File: src/core/nvw_consts.svh
// Purpose: Address map, field values and sizes of the wiper page store.
// Assumes: Included by the design file only.
// Notes:   Wiper positions live in the last page of the array.
`ifndef NVW_CONSTS_SVH
`define NVW_CONSTS_SVH
`define NVW_DEV_PATTERN  6'h28
`define NVW_USER_LAST    8'hF7
`define NVW_WIPER_A_OFS  8'hF8
`define NVW_WIPER_B_OFS  8'hF9
`define NVW_WIPER_C_OFS  8'hFA
`define NVW_RSVD_FIRST   8'hFB
`define NVW_PAGE_LAST    3'h7
`define NVW_BIT_LAST     4'h7
`define NVW_BYTE_BITS    4'h8
`define NVW_ERASED       8'hFF
`define NVW_POS100_MASK  8'h7F
`define NVW_FIFO_DEPTH   8
`endif

File: src/core/nvw_pkg.sv
// Purpose: Types shared by the wiper page store.
// Assumes: Nothing.
// Notes:   Offsets and counts are macros in nvw_consts.svh.
package nvw_pkg;
    typedef enum logic [3:0] {
        ST_IDLE, ST_DEV, ST_DEV_ACK, ST_ADDR, ST_ADDR_ACK, ST_WDATA, ST_WACK,
        ST_RDATA, ST_RACK, ST_COMMIT, ST_WIPE
    } link_state_e;
    typedef struct packed {
        logic [2:0] offset;
        logic [7:0] data;
    } wr_entry_s;
    typedef struct packed {
        logic [7:0] a;
        logic [7:0] b;
        logic [7:0] c;
    } wiper_s;
endpackage

File: src/core/nv_wiper_eeprom_page_store.sv
// Purpose: Two-wire slave with a paged nonvolatile store and three wiper bytes.
// Assumes: clk 200 MHz, serial clock far slower; rst_n is power-on reset.
// Notes:   Write data passes an 8-entry FIFO into the page staging buffer.
`timescale 1ns/1ps
`default_nettype none
`include "nvw_consts.svh"

module nvw_fifo #(
    parameter int WIDTH = 11,
    parameter int DEPTH = 8
) (
    // Clock and reset.
    input  wire logic             clk,
    input  wire logic             rst_n,
    // Filling side.
    input  wire logic             in_valid,
    output logic                  in_ready,
    input  wire logic [WIDTH-1:0] in_data,
    // Draining side.
    output logic                  out_valid,
    input  wire logic             out_ready,
    output logic      [WIDTH-1:0] out_data
);
    localparam int AW = $clog2(DEPTH);
    logic [WIDTH-1:0] store [DEPTH];
    logic [AW:0]      wr_ff;
    logic [AW:0]      rd_ff;
    logic [AW:0]      nxt_wr;
    logic [AW:0]      nxt_rd;

    assign in_ready  = (wr_ff - rd_ff) != (AW+1)'(DEPTH);
    assign out_valid = wr_ff != rd_ff;
    assign out_data  = store[rd_ff[AW-1:0]];

    always_comb begin
        nxt_wr = wr_ff;
        nxt_rd = rd_ff;
        if (in_valid && in_ready) begin
            nxt_wr = wr_ff + 1'b1;
        end
        if (out_valid && out_ready) begin
            nxt_rd = rd_ff + 1'b1;
        end
    end

    always_ff @(posedge clk or negedge rst_n) begin
        if (!rst_n) begin
            wr_ff <= '0;
            rd_ff <= '0;
        end else begin
            wr_ff <= nxt_wr;
            rd_ff <= nxt_rd;
        end
    end

    always_ff @(posedge clk) begin
        if (in_valid && in_ready) begin
            store[wr_ff[AW-1:0]] <= in_data;
        end
    end
endmodule

////////////////////////////////////////////////////////////////////////////////
// How it works
// - Bytes 00h to F7h are plain user storage, freely written and read.
// - Bytes F8h, F9h, FAh hold the three wiper positions.
// - The array is thirty-two pages of eight bytes, 256 bytes in all.
// - Address upper five bits pick the page, lower three the byte.
// - The addressed page is copied to a staging buffer; serial data uses it.
// - Reads stage the whole page and move to the next page at its end.
// - Writes stage the start page and wrap the pointer within that page.
// - Stop after a write commits all eight staged bytes to the array.
// - No change to memory or wipers unless write-protect is low.
// - Data is sampled on serial clock rise and shifted out on fall.
// - The data pin is only pulled low or released, never driven high.
// - The select pin level is part of the device bus address.
// - Address is 101000, select bit, read/write bit; answer only on match.
// - Wiper A takes every value 00h to FFh.
// - Wipers B and C use 00h to 7Fh with the top bit ignored.
module nv_wiper_eeprom_page_store (
    // Clock and reset.
    input  wire logic            clk,
    input  wire logic            rst_n,
    // Two-wire pins.
    input  wire logic            scl_in,
    input  wire logic            sda_in,
    output logic                 sda_out,
    output logic                 sda_oe_n,
    // Straps.
    input  wire logic            write_protect,
    input  wire logic            device_select_pin,
    // Wiper positions.
    output nvw_pkg::wiper_s      wiper_outputs
);
    import nvw_pkg::*;

    logic [1:0]        scl_sync_ff;
    logic [1:0]        sda_sync_ff;
    logic [1:0]        wp_sync_ff;
    logic [1:0]        sel_sync_ff;
    logic              scl_d_ff;
    logic              sda_d_ff;
    logic              scl_s;
    logic              sda_s;
    logic              scl_rise;
    logic              scl_fall;
    logic              start_cond;
    logic              stop_cond;
    link_state_e       state_ff;
    link_state_e       nxt_state;
    logic [3:0]        cnt_ff;
    logic [3:0]        nxt_cnt;
    logic [1:0]        phase_ff;
    logic [1:0]        nxt_phase;
    logic [7:0]        shift_ff;
    logic [7:0]        nxt_shift;
    logic [7:0]        addr_ff;
    logic [7:0]        nxt_addr;
    logic              rw_ff;
    logic              nxt_rw;
    logic              ack_ok_ff;
    logic              nxt_ack_ok;
    logic              dirty_ff;
    logic              nxt_dirty;
    logic              oe_n_ff;
    logic              nxt_oe_n;
    logic              low_ff;
    wiper_s            wiper_ff;
    wiper_s            nxt_wiper;
    logic [7:0]        stage_ff [8];
    logic [7:0]        nxt_stage [8];
    logic [7:0]        nv_mem [256];
    logic              mem_we;
    logic [7:0]        mem_wa;
    logic              load_pg;
    logic [4:0]        load_page;
    logic [7:0]        byte_in;
    logic [7:0]        rd_byte;
    logic              push;
    wr_entry_s         push_entry;
    logic              f_in_ready;
    logic              f_valid;
    logic              f_pop;
    logic [10:0]       f_raw;
    wr_entry_s         f_out;

    ////////////////////////////////////////////////////////////////////////////
    // Pins cross two flops; edges are found one stage later.
    always_ff @(posedge clk or negedge rst_n) begin
        if (!rst_n) begin
            scl_sync_ff <= 2'h3;
            sda_sync_ff <= 2'h3;
            wp_sync_ff  <= 2'h3;
            sel_sync_ff <= 2'h0;
            scl_d_ff    <= 1'b1;
            sda_d_ff    <= 1'b1;
        end else begin
            scl_sync_ff <= {scl_sync_ff[0], scl_in};
            sda_sync_ff <= {sda_sync_ff[0], sda_in};
            wp_sync_ff  <= {wp_sync_ff[0], write_protect};
            sel_sync_ff <= {sel_sync_ff[0], device_select_pin};
            scl_d_ff    <= scl_sync_ff[1];
            sda_d_ff    <= sda_sync_ff[1];
        end
    end

    assign scl_s      = scl_sync_ff[1];
    assign sda_s      = sda_sync_ff[1];
    assign scl_rise   = scl_s && !scl_d_ff;
    assign scl_fall   = !scl_s && scl_d_ff;
    assign start_cond = scl_s && scl_d_ff && sda_d_ff && !sda_s;
    assign stop_cond  = scl_s && scl_d_ff && !sda_d_ff && sda_s;
    assign byte_in    = {shift_ff[6:0], sda_s};
    assign rd_byte    = stage_ff[addr_ff[2:0]];
    assign f_out      = wr_entry_s'(f_raw);
    assign f_pop      = f_valid && !load_pg;

    nvw_fifo #(.WIDTH($bits(wr_entry_s)), .DEPTH(`NVW_FIFO_DEPTH)) u_fifo (
        .clk       (clk),
        .rst_n     (rst_n),
        .in_valid  (push),
        .in_ready  (f_in_ready),
        .in_data   (push_entry),
        .out_valid (f_valid),
        .out_ready (f_pop),
        .out_data  (f_raw)
    );

    ////////////////////////////////////////////////////////////////////////////
    // Link sequencing, staging and commit.
    always_comb begin
        nxt_state  = state_ff;
        nxt_cnt    = cnt_ff;
        nxt_phase  = phase_ff;
        nxt_shift  = shift_ff;
        nxt_addr   = addr_ff;
        nxt_rw     = rw_ff;
        nxt_ack_ok = ack_ok_ff;
        nxt_dirty  = dirty_ff;
        nxt_oe_n   = oe_n_ff;
        nxt_wiper  = wiper_ff;
        nxt_stage  = stage_ff;
        mem_we     = 1'b0;
        mem_wa     = {addr_ff[7:3], cnt_ff[2:0]};
        load_pg    = 1'b0;
        load_page  = addr_ff[7:3];
        push       = 1'b0;
        push_entry = '{offset: addr_ff[2:0], data: byte_in};
        case (state_ff)
            ST_WIPE: begin
                nxt_wiper.a = nv_mem[`NVW_WIPER_A_OFS];
                nxt_wiper.b = nv_mem[`NVW_WIPER_B_OFS] & `NVW_POS100_MASK;
                nxt_wiper.c = nv_mem[`NVW_WIPER_C_OFS] & `NVW_POS100_MASK;
                nxt_state   = ST_IDLE;
            end
            ST_COMMIT: begin
                // Inputs are ignored until the page is stored, so polling sees no answer.
                if (!f_valid) begin
                    mem_we  = 1'b1;
                    nxt_cnt = cnt_ff + 1'b1;
                    if (cnt_ff[2:0] == `NVW_PAGE_LAST) begin
                        nxt_cnt   = '0;
                        nxt_dirty = 1'b0;
                        nxt_state = ST_WIPE;
                    end
                end
            end
            default: begin
                if (stop_cond) begin
                    nxt_oe_n  = 1'b1;
                    nxt_cnt   = '0;
                    nxt_phase = '0;
                    nxt_state = (!rw_ff && dirty_ff) ? ST_COMMIT : ST_IDLE;
                end else if (start_cond) begin
                    nxt_oe_n  = 1'b1;
                    nxt_cnt   = '0;
                    nxt_phase = '0;
                    nxt_state = ST_DEV;
                end else begin
                    case (state_ff)
                        ST_DEV, ST_ADDR, ST_WDATA: begin
                            if (scl_rise) begin
                                nxt_shift = byte_in;
                                nxt_cnt   = cnt_ff + 1'b1;
                                if (cnt_ff == `NVW_BIT_LAST) begin
                                    nxt_cnt = '0;
                                    if (state_ff == ST_DEV) begin
                                        nxt_ack_ok = byte_in[7:1] ==
                                            {`NVW_DEV_PATTERN, sel_sync_ff[1]};
                                        nxt_rw     = byte_in[0];
                                        load_pg    = byte_in[0];
                                        nxt_state  = ST_DEV_ACK;
                                    end else if (state_ff == ST_ADDR) begin
                                        nxt_addr   = byte_in;
                                        load_page  = byte_in[7:3];
                                        load_pg    = 1'b1;
                                        nxt_dirty  = 1'b0;
                                        nxt_ack_ok = 1'b1;
                                        nxt_state  = ST_ADDR_ACK;
                                    end else begin
                                        // A full FIFO refuses the byte with no acknowledge.
                                        nxt_ack_ok = f_in_ready && !wp_sync_ff[1];
                                        push       = nxt_ack_ok;
                                        nxt_addr   = {addr_ff[7:3], addr_ff[2:0] + 3'h1};
                                        nxt_state  = ST_WACK;
                                    end
                                end
                            end
                        end
                        ST_DEV_ACK, ST_ADDR_ACK, ST_WACK: begin
                            if (phase_ff == 2'h0 && scl_fall) begin
                                nxt_oe_n  = !ack_ok_ff;
                                nxt_phase = 2'h1;
                            end else if (phase_ff == 2'h1 && scl_rise) begin
                                nxt_phase = 2'h2;
                            end else if (phase_ff == 2'h2 && scl_fall) begin
                                nxt_oe_n  = 1'b1;
                                nxt_phase = 2'h0;
                                nxt_state = ack_ok_ff ? ST_WDATA : ST_IDLE;
                                if (state_ff == ST_DEV_ACK && ack_ok_ff) begin
                                    nxt_state = rw_ff ? ST_RDATA : ST_ADDR;
                                    nxt_oe_n  = rw_ff ? rd_byte[7] : 1'b1;
                                end
                            end
                        end
                        ST_RDATA: begin
                            if (scl_rise) begin
                                nxt_cnt = cnt_ff + 1'b1;
                            end else if (scl_fall) begin
                                if (cnt_ff == `NVW_BYTE_BITS) begin
                                    nxt_oe_n  = 1'b1;
                                    nxt_cnt   = '0;
                                    nxt_addr  = addr_ff + 8'h01;
                                    load_page = nxt_addr[7:3];
                                    load_pg   = addr_ff[2:0] == `NVW_PAGE_LAST;
                                    nxt_state = ST_RACK;
                                end else begin
                                    nxt_oe_n = rd_byte[3'(`NVW_BIT_LAST - cnt_ff)];
                                end
                            end
                        end
                        ST_RACK: begin
                            if (scl_rise) begin
                                nxt_state = sda_s ? ST_IDLE : ST_RDATA;
                            end
                        end
                        default: begin
                            nxt_oe_n = 1'b1;
                        end
                    endcase
                end
            end
        endcase
        if (load_pg) begin
            for (int i = 0; i < 8; i++) begin
                nxt_stage[i] = nv_mem[{load_page, 3'(i)}];
            end
        end else if (f_pop) begin
            nxt_stage[f_out.offset] = f_out.data;
            nxt_dirty               = 1'b1;
        end
    end

    always_ff @(posedge clk or negedge rst_n) begin
        if (!rst_n) begin
            state_ff  <= ST_WIPE;
            cnt_ff    <= '0;
            phase_ff  <= '0;
            shift_ff  <= '0;
            addr_ff   <= '0;
            rw_ff     <= 1'b0;
            ack_ok_ff <= 1'b0;
            dirty_ff  <= 1'b0;
            oe_n_ff   <= 1'b1;
            low_ff    <= 1'b0;
            wiper_ff  <= '0;
            for (int i = 0; i < 8; i++) begin
                stage_ff[i] <= `NVW_ERASED;
            end
        end else begin
            state_ff  <= nxt_state;
            cnt_ff    <= nxt_cnt;
            phase_ff  <= nxt_phase;
            shift_ff  <= nxt_shift;
            addr_ff   <= nxt_addr;
            rw_ff     <= nxt_rw;
            ack_ok_ff <= nxt_ack_ok;
            dirty_ff  <= nxt_dirty;
            oe_n_ff   <= nxt_oe_n;
            low_ff    <= 1'b0;
            wiper_ff  <= nxt_wiper;
            stage_ff  <= nxt_stage;
        end
    end

    // The array has no true retention here; reset stands in for an erased part.
    always_ff @(posedge clk or negedge rst_n) begin
        if (!rst_n) begin
            for (int i = 0; i < 256; i++) begin
                nv_mem[i] <= `NVW_ERASED;
            end
        end else if (mem_we) begin
            nv_mem[mem_wa] <= stage_ff[mem_wa[2:0]];
        end
    end

    assign sda_out       = low_ff;
    assign sda_oe_n      = oe_n_ff;
    assign wiper_outputs = wiper_ff;
endmodule
`default_nettype wire

File: config.mk
export PLATFORM = sky130hd
export DESIGN_NAME = nv_wiper_eeprom_page_store
export DESIGN_NICKNAME = d
export VERILOG_FILES = /design/src/core/nvw_pkg.sv /design/src/core/nv_wiper_eeprom_page_store.sv
export VERILOG_INCLUDE_DIRS = /design/src /design/src/core
export SDC_FILE = /design/constraint.sdc
export NUM_CORES = 2
export LEC_CHECK = 0
export BUFFER_PORTS_ARGS = -buffer_cell sky130_fd_sc_hd__buf_2
export CORE_MARGIN = 2
export CORE_UTILIZATION = 49
export DETAILED_ROUTE_END_ITERATION = 10
export GPL_TIMING_DRIVEN = 0
export SLEW_MARGIN = 20
export SYNTH_ARGS = -nofsm -noshare
export SYNTH_HDL_FRONTEND = slang
export SYNTH_SLANG_ARGS = --single-unit
export TNS_END_PERCENT = 30
File: constraint.sdc
create_clock -name clk -period 12.7 [get_ports clk]
set_clock_uncertainty 0.1 [all_clocks]
set_input_delay 2.54 -clock clk [delete_from_list [all_inputs] [get_ports clk]]
set_output_delay 2.54 -clock clk [all_outputs]
set_load 0.05 [all_outputs]
# Word-level counts from Yosys, hierarchy flattened
# Memories as Yosys holds them, arrays and structs flattened.
# Cells that the tools add are included.
[word_totals]
register_bits = 2181
ram_bits = 88
inputBits = 6
output_inout_bits = 26
n_memories = 1
[mem_list]
columns = ["memory", "words", "width", "rd", "rd_clocked_by_memory_dff", "write_ports", "line_no", "rtl"]
rows = [
  ["u_fifo.store", 8, 11, 1, 0, 1, "nv_wiper_eeprom_page_store.sv:25", "logic [WIDTH-1:0] store [DEPTH];"],
]
[op_classes]
add_sub_neg = 7
n_lt_le_gt_ge = 15
eq_ne = 45
n_mux = 146
n_bitwise = 16
n_reduce_logical = 46
[ops]
columns = ["operator", "n"]
rows = [
  ["2048-bit bitwise mux", 1],
  ["8-bit binary-select mux with 8-bit select", 8],
  ["8-bit two-way mux", 29],
  ["64-bit two-way mux", 2],
  ["4-bit two-way mux", 23],
  ["9-bit >= comparator (second input constant)", 9],
  ["8-bit NOT with 9-bit output", 9],
  ["64-bit bitwise mux", 1],
  ["8-bit demux with 8-bit select", 1],
  ["6-bit != test (second input constant)", 10],
  ["5-bit two-way mux", 10],
  ["8-bit binary-select mux with 3-bit select", 2],
  ["1-bit two-way mux", 46],
  ["8-bit demux with 3-bit select", 1],
  ["4-bit case mux with 2 select lines", 3],
  ["4-bit by 3-bit == test with 1-bit output (second input constant)", 5],
  ["1-bit logical AND", 18],
  ["2-bit != test (second input constant)", 9],
  ["6-bit AND reduction", 3],
  ["4-bit == test (second input constant)", 4],
  ["4-bit case mux with 4 select lines", 1],
  ["8-bit case mux with 2 select lines", 1],
  ["3-bit two-way mux", 5],
  ["5-bit != test (second input constant)", 3],
  ["other kinds (41)", 71],
]

# Longest topological paths before layout
[logic_depth]
ltp_word = 14
mapped_depth = 17

# Modules after synthesis
# A second synthesis with hierarchy kept.
[hier_totals]
hier_cells = 11021
hier_area_um2 = 103630.6
[modules_own_cells]
columns = ["mod", "instances", "cells_each", "area_per_inst_um2", "seq_area_each_um2"]
rows = [
  ["nv_wiper_eeprom_page_store", 1, 10815, 99765.7, 57033.4],
  ["nvw_fifo", 1, 206, 3865.0, 2842.7],
]

# Worst setup path after synthesis
# No wires, ideal clock.
[synth_path]
path_type = "register -> register"
startpoint = "reg u_fifo.rd_ff[1]"
endpoint = "mem u_fifo.store[1][0] (enable)"
setup_time_ns = 0.393
arrival_time_ns = 3.592
required_ns = 12.207
setup_slack_ns = 8.615
stages_incl_launch_ff = 11
n_path_buf = 2
cell_sequence = "dfrtp_1 > clkbuf_1 > buf_1 > inv_1 > ha_1 > a21oi_1 > mux2i_1 > o32ai_1 > a311o_1 > or2_2 > nor3_1"
[synth_via]
elab_chain_len = 14
[synth_rtl]
columns = ["item", "line_no", "rtl"]
rows = [
  ["start, declared", "nv_wiper_eeprom_page_store.sv:27", "logic [AW:0] rd_ff;"],
  ["start signal, assigned", "nv_wiper_eeprom_page_store.sv:52", "rd_ff <= nxt_rd;"],
  ["4-bit subtractor (*)", "nv_wiper_eeprom_page_store.sv:31", "assign in_ready = (wr_ff - rd_ff) != (AW+1)'(DEPTH);"],
  ["4-bit != test (*)", "nv_wiper_eeprom_page_store.sv:31", ""],
  ["1-bit logical AND", "nv_wiper_eeprom_page_store.sv:262", "nxt_ack_ok = f_in_ready && !wp_sync_ff[1];"],
  ["1-bit two-way mux", "nv_wiper_eeprom_page_store.sv:253", "end else if (state_ff == ST_ADDR) begin"],
  ["1-bit two-way mux", "nv_wiper_eeprom_page_store.sv:247", "if (state_ff == ST_DEV) begin"],
  ["1-bit two-way mux", "nv_wiper_eeprom_page_store.sv:245", "if (cnt_ff == `NVW_BIT_LAST) begin"],
  ["1-bit two-way mux", "nv_wiper_eeprom_page_store.sv:242", "if (scl_rise) begin"],
  ["1-bit two-way mux", "nv_wiper_eeprom_page_store.sv:240", "case (state_ff)"],
  ["1-bit two-way mux", "nv_wiper_eeprom_page_store.sv:234", "end else if (start_cond) begin"],
  ["1-bit two-way mux", "nv_wiper_eeprom_page_store.sv:229", "if (stop_cond) begin"],
  ["1-bit two-way mux", "nv_wiper_eeprom_page_store.sv:209", "case (state_ff)"],
  ["1-bit logical AND (*)", "nv_wiper_eeprom_page_store.sv:57", "if (in_valid && in_ready) begin"],
  ["1-bit two-way mux (*)", "nv_wiper_eeprom_page_store.sv:57", ""],
  ["1-bit two-way mux (implied by the code) (*)", "nv_wiper_eeprom_page_store.sv:58", "store[wr_ff[AW-1:0]] <= in_data;"],
  ["end, declared", "nv_wiper_eeprom_page_store.sv:25", ""],
]
# Every way passes the cells marked *; elsewhere a longest branch is shown, timed or not.

# Final worst setup path
[layout_path]
startpoint = "reg cnt_ff[0]"
endpoint = "reg stage_ff[3] (netlist name)"
[layout_via]
elab_chain_len = 13
elab_cells_between_ends = 28
[layout_rtl]
columns = ["item", "line_no", "rtl"]
rows = [
  ["start, declared", "nv_wiper_eeprom_page_store.sv:111", "logic [3:0] cnt_ff;"],
  ["start signal, assigned", "nv_wiper_eeprom_page_store.sv:342", "cnt_ff <= nxt_cnt;"],
  ["4-bit == test (no source line)", "-", ""],
  ["5-bit two-way mux", "nv_wiper_eeprom_page_store.sv:290", "if (cnt_ff == `NVW_BYTE_BITS) begin"],
  ["5-bit two-way mux", "nv_wiper_eeprom_page_store.sv:289", "end else if (scl_fall) begin"],
  ["5-bit two-way mux", "nv_wiper_eeprom_page_store.sv:287", "if (scl_rise) begin"],
  ["5-bit case mux with 2 select lines", "nv_wiper_eeprom_page_store.sv:240", ""],
  ["5-bit two-way mux", "nv_wiper_eeprom_page_store.sv:234", ""],
  ["5-bit two-way mux", "nv_wiper_eeprom_page_store.sv:229", ""],
  ["5-bit two-way mux", "nv_wiper_eeprom_page_store.sv:209", ""],
  ["8-bit NOT with 9-bit output (implied by the code)", "nv_wiper_eeprom_page_store.sv:316", "nxt_stage[i] = nv_mem[{load_page, 3'(i)}];"],
  ["8-bit binary-select mux with 8-bit select", "nv_wiper_eeprom_page_store.sv:316", ""],
  ["8-bit two-way mux (implied by the code) (2 in a row)", "nv_wiper_eeprom_page_store.sv:316", ""],
  ["64-bit two-way mux", "nv_wiper_eeprom_page_store.sv:314", "if (load_pg) begin"],
  ["end signal, assigned by index", "nv_wiper_eeprom_page_store.sv:338", "stage_ff[i] <= `NVW_ERASED;"],
  ["end signal, assigned", "nv_wiper_eeprom_page_store.sv:352", "stage_ff <= nxt_stage;"],
  ["end, declared", "nv_wiper_eeprom_page_store.sv:130", "logic [7:0] stage_ff [8];"],
]
# Parallel ways exist; a longest one is shown, timed or not. The select of a mux whose other input is x is not followed.
# A chain may end at the register's enable or synchronous reset.

==> flow_metrics.env <==
export IMPL_first_pass_iters=9
export IMPL_post_cts_setup_buffers=0
export IMPL_path_class="reg -> reg"
export IMPL_tns_ns=0
export IMPL_synth_top_cell_area_share_pct=52.35
export IMPL_synth_distinct_cells=73
export IMPL_numPortBuffers=28
export IMPL_grt_pass1_vias=91598
export IMPL_routed_wl_mm=524.5
export IMPL_dieHeight_um=470.3
export IMPL_grt_max_degree=146
export IMPL_syn_area_per_cell_um2=9.077
export IMPL_whs_endpoint="sda_sync_ff[1]$_DFF_PN1_"
export IMPL_io_pins=32
export IMPL_placedCellCount=14677
export IMPL_drtIter0Drc=14299
export IMPL_cts_buffer_depth=4
export IMPL_timing_critical_path_from_type="flop"
export IMPL_pre_cts_slack_ns=5.838
export IMPL_yosys_top_cells_count="2287 x nor2_1, 2123 x dfstp_2, 1829 x a21oi_1, 1546 x o21ai_0, 796 x clkbuf_1"
export IMPL_relSlewSlack_pct=4.195
export IMPL_ant_nets=0
export IMPL_drive_gt1_share_pct=25.31
export IMPL_hold_violations=0
export IMPL_dp_hpwl_mm=395.3
export IMPL_place_gp_congestion=1.127
export IMPL_tightestPinTransition_ns=1.418
export IMPL_antenna_found_initial=101
export IMPL_rsz0062_at_grt="false"
export IMPL_irDropWorstVdd_mv=0.1658
export IMPL_total_power_mw=21.90
export IMPL_slew_violations=0
export IMPL_dieArea_mm2=0.2212
export IMPL_hold_buffers=0
export IMPL_synth_area_leaders="dfstp_2 52%, a21oi_1 8.6%, nor2_1 8.1%"
export IMPL_fin_util_pct=55.62
export IMPL_yosysMostFrequentCell="nor2_1"
export IMPL_setup_slack_ns=5.312
export IMPL_area_delta_synth_final_pct=13.14
export IMPL_reg2reg_setup_slack_ns=5.31
export IMPL_routed_via_density=6.509
export IMPL_synth_main_ff_cell="dfstp_2"
export IMPL_powerDensity_mw_per_mm2=181.6
export IMPL_yosys_area_top_type="dfstp_2"
export IMPL_synth_edff_count=88
export IMPL_status="complete, no violations"
export IMPL_core_area_mm2=0.2167
export IMPL_reg2regPathDepth=16
export IMPL_start_util_pct=49.17
export IMPL_clk_insertion_delay_late_ns=0.97
export IMPL_clkSlewWorstSetupHoldPaths_ns=0.06
export IMPL_yosys_warnings=0
export IMPL_r2r_start="cnt_ff[0]$_DFFE_PN0P_"
export IMPL_post_cts_resized=0
export IMPL_synth_seq_area_share_pct=56.19
export IMPL_synth_seq_cells=2269
export IMPL_cap_violations=0
export IMPL_route_detailed_wl_per_inst_um=34.51
export IMPL_grt_overflow_total=0
export IMPL_min_from="sda_sync_ff[0]$_DFF_PN1_"
export IMPL_cts_max_level=5
export IMPL_fin_cells=15197
export IMPL_cts_sinks=2269
export IMPL_crit_path_end_kind="flop"
export IMPL_nNetsFinal=12122
export IMPL_drc=0
export IMPL_hp_class="reg -> reg"
export IMPL_syn_cell_area_mm2=0.1066
export IMPL_min_period_over_period_pct=58.18
export IMPL_grt_pass1_wl_mm=716.0
export IMPL_cts_tree="built"
export IMPL_clock_root_buffer="clkbuf_16"
export IMPL_die_w_um=470.3
export IMPL_setup_viol=0
export IMPL_synth_cells=11739
export IMPL_crit_arrival_ns=8.14
export IMPL_vias=98924
export IMPL_grt_usage_pct=46.33
export IMPL_rows=171
export IMPL_numCtsBuffers=274
export IMPL_fin_crit_ns=7.389
export IMPL_hold_depth=0
export IMPL_timing_rr_end="stage_ff[3]$_DFFE_PN1P_"
export IMPL_crit_required_ns=13.46
export IMPL_p_leak_nw=43.31
export IMPL_async_flop_share_pct=96.12
export IMPL_crit_fanout=13
export IMPL_max_freq_ghz=0.1353
==> placed cells by master (no fill, tap or decap), types with 27 or more instances in the layout <==
cell type / instances
dfrtp_1: 58
mux4_2: 49
buf_1: 53
nand2_1: 654
inv_1: 274
o31ai_2: 65
nor3_1: 274
buf_2: 223
o211ai_1: 257
mux2_2: 36
nand3_1: 521
diode_2: 65
dfstp_2: 2123
clkbuf_16: 279
clkbuf_1: 804
clkbuf_2: 56
or3_1: 65
buf_16: 27
clkinv_2: 35
mux2i_1: 87
clkbuf_8: 52
nor2_1: 2274
edfxtp_1: 88
o21ai_0: 1546
a41oi_1: 247
a21oi_1: 1820
==> worst max-delay path by stage <==
stage	startpoint	endpoint	slack [ns]	cells past startpoint
floorplan	u_fifo.rd_ff[1]$_DFFE_PN0P_	u_fifo.store[1][0]$_DFFE_PP_	8.62	10
global placement	rst_n	addr_ff[3]$_DFFE_PN0P_	-38.28	1
detailed placement	cnt_ff[0]$_DFFE_PN0P_	stage_ff[31]$_DFFE_PN1P_	5.84	16
CTS	cnt_ff[0]$_DFFE_PN0P_	stage_ff[31]$_DFFE_PN1P_	5.80	16
global route	cnt_ff[0]$_DFFE_PN0P_	stage_ff[22]$_DFFE_PN1P_	5.51	16
finish	cnt_ff[0]$_DFFE_PN0P_	stage_ff[3]$_DFFE_PN1P_	5.31	16
==> where the power goes <==
part	switching [mW]	internal (mW)
Sequential	0.158	7.50
Clock	3.22	4.58
Combinational	5.54	0.887
Total	8.92	13.0
==> worst max-delay path, stage by stage (launching register included) <==
cell       delay (ns)
dfrtp_1          0.39
buf_2            0.21
buf_2            0.26
clkbuf_1         0.31
inv_1            0.24
ha_1             0.58
nand3b_4         0.19
o2bb2ai_4        0.27
nand3_1          0.60
nand2_2          0.72
buf_2            0.45
buf_2            0.72
buf_2            0.38
nor2_1           0.07
o21ai_0          0.83
a41oi_1          0.53
o31ai_2          0.33
==> final cells by class <==
cell class	instances	area (µm²)
sequential	2269	59880
clock buffer	393	7930
clock inverter	60	668.1
tap	2854	3571
antenna	65	162.7
timing repair buffer	84	1344
buffer	1077	4504
fill	19873	96180
inverter	276	1036
multi-input combinational	8119	41470
==> metal layers <==
| metal | wire length (µm) | share of wire (%) | vias to the layer above | global-route usage [%] |
|---|---|---|---|---|
| li1 | - | - | 41530 | - |
| met1 | 193400 | 37 | 49030 | 57.06 |
| met2 | 210400 | 40 | 6422 | 62.90 |
| met3 | 66900 | 13 | 1862 | 18.82 |
| met4 | 53060 | 10 | 80 | 38.89 |
| met5 | 817 | 0.16 | - | 1.730 |
==> per-stage QoR <==
step / area [µm²] / hold WS, ns
global placement: 110300 / 0.2355
detailed placement: 111700 / 0.2487
finish: 120600 / 0.2547
global route: 120500 / 0.2616
CTS: 120300 / 0.2568
floorplan: 106600 / 0.2312
==> kinds of logic after synthesis <==
family	count (synthesis)	synth area share [%]
adders and majority gates	15	0.1761
buffers and inverters	1353	5.135
xor gates and xnor gates	9	0.07397
muxes	179	2.299
DFF	2269	56.19
and+or+nand+nor	3878	14.98
other	1	0.003519
AOI/OAI and AO/OA	4035	21.14
==> registers in the layout (all words and copies together) (netlist names), 2 cells and up <==
register and flops:
addr_ff 8, cnt_ff 4, nv_mem 2048, phase_ff 2, scl_sync_ff 2, sda_sync_ff 2, sel_sync_ff 2, shift_ff 7
stage_ff 64, state_ff 4, u_fifo.rd_ff 4, u_fifo.store 88, u_fifo.wr_ff 4, wiper_outputs 22, wp_sync_ff 2
Note: power is estimated with default switching activity, not from simulation.
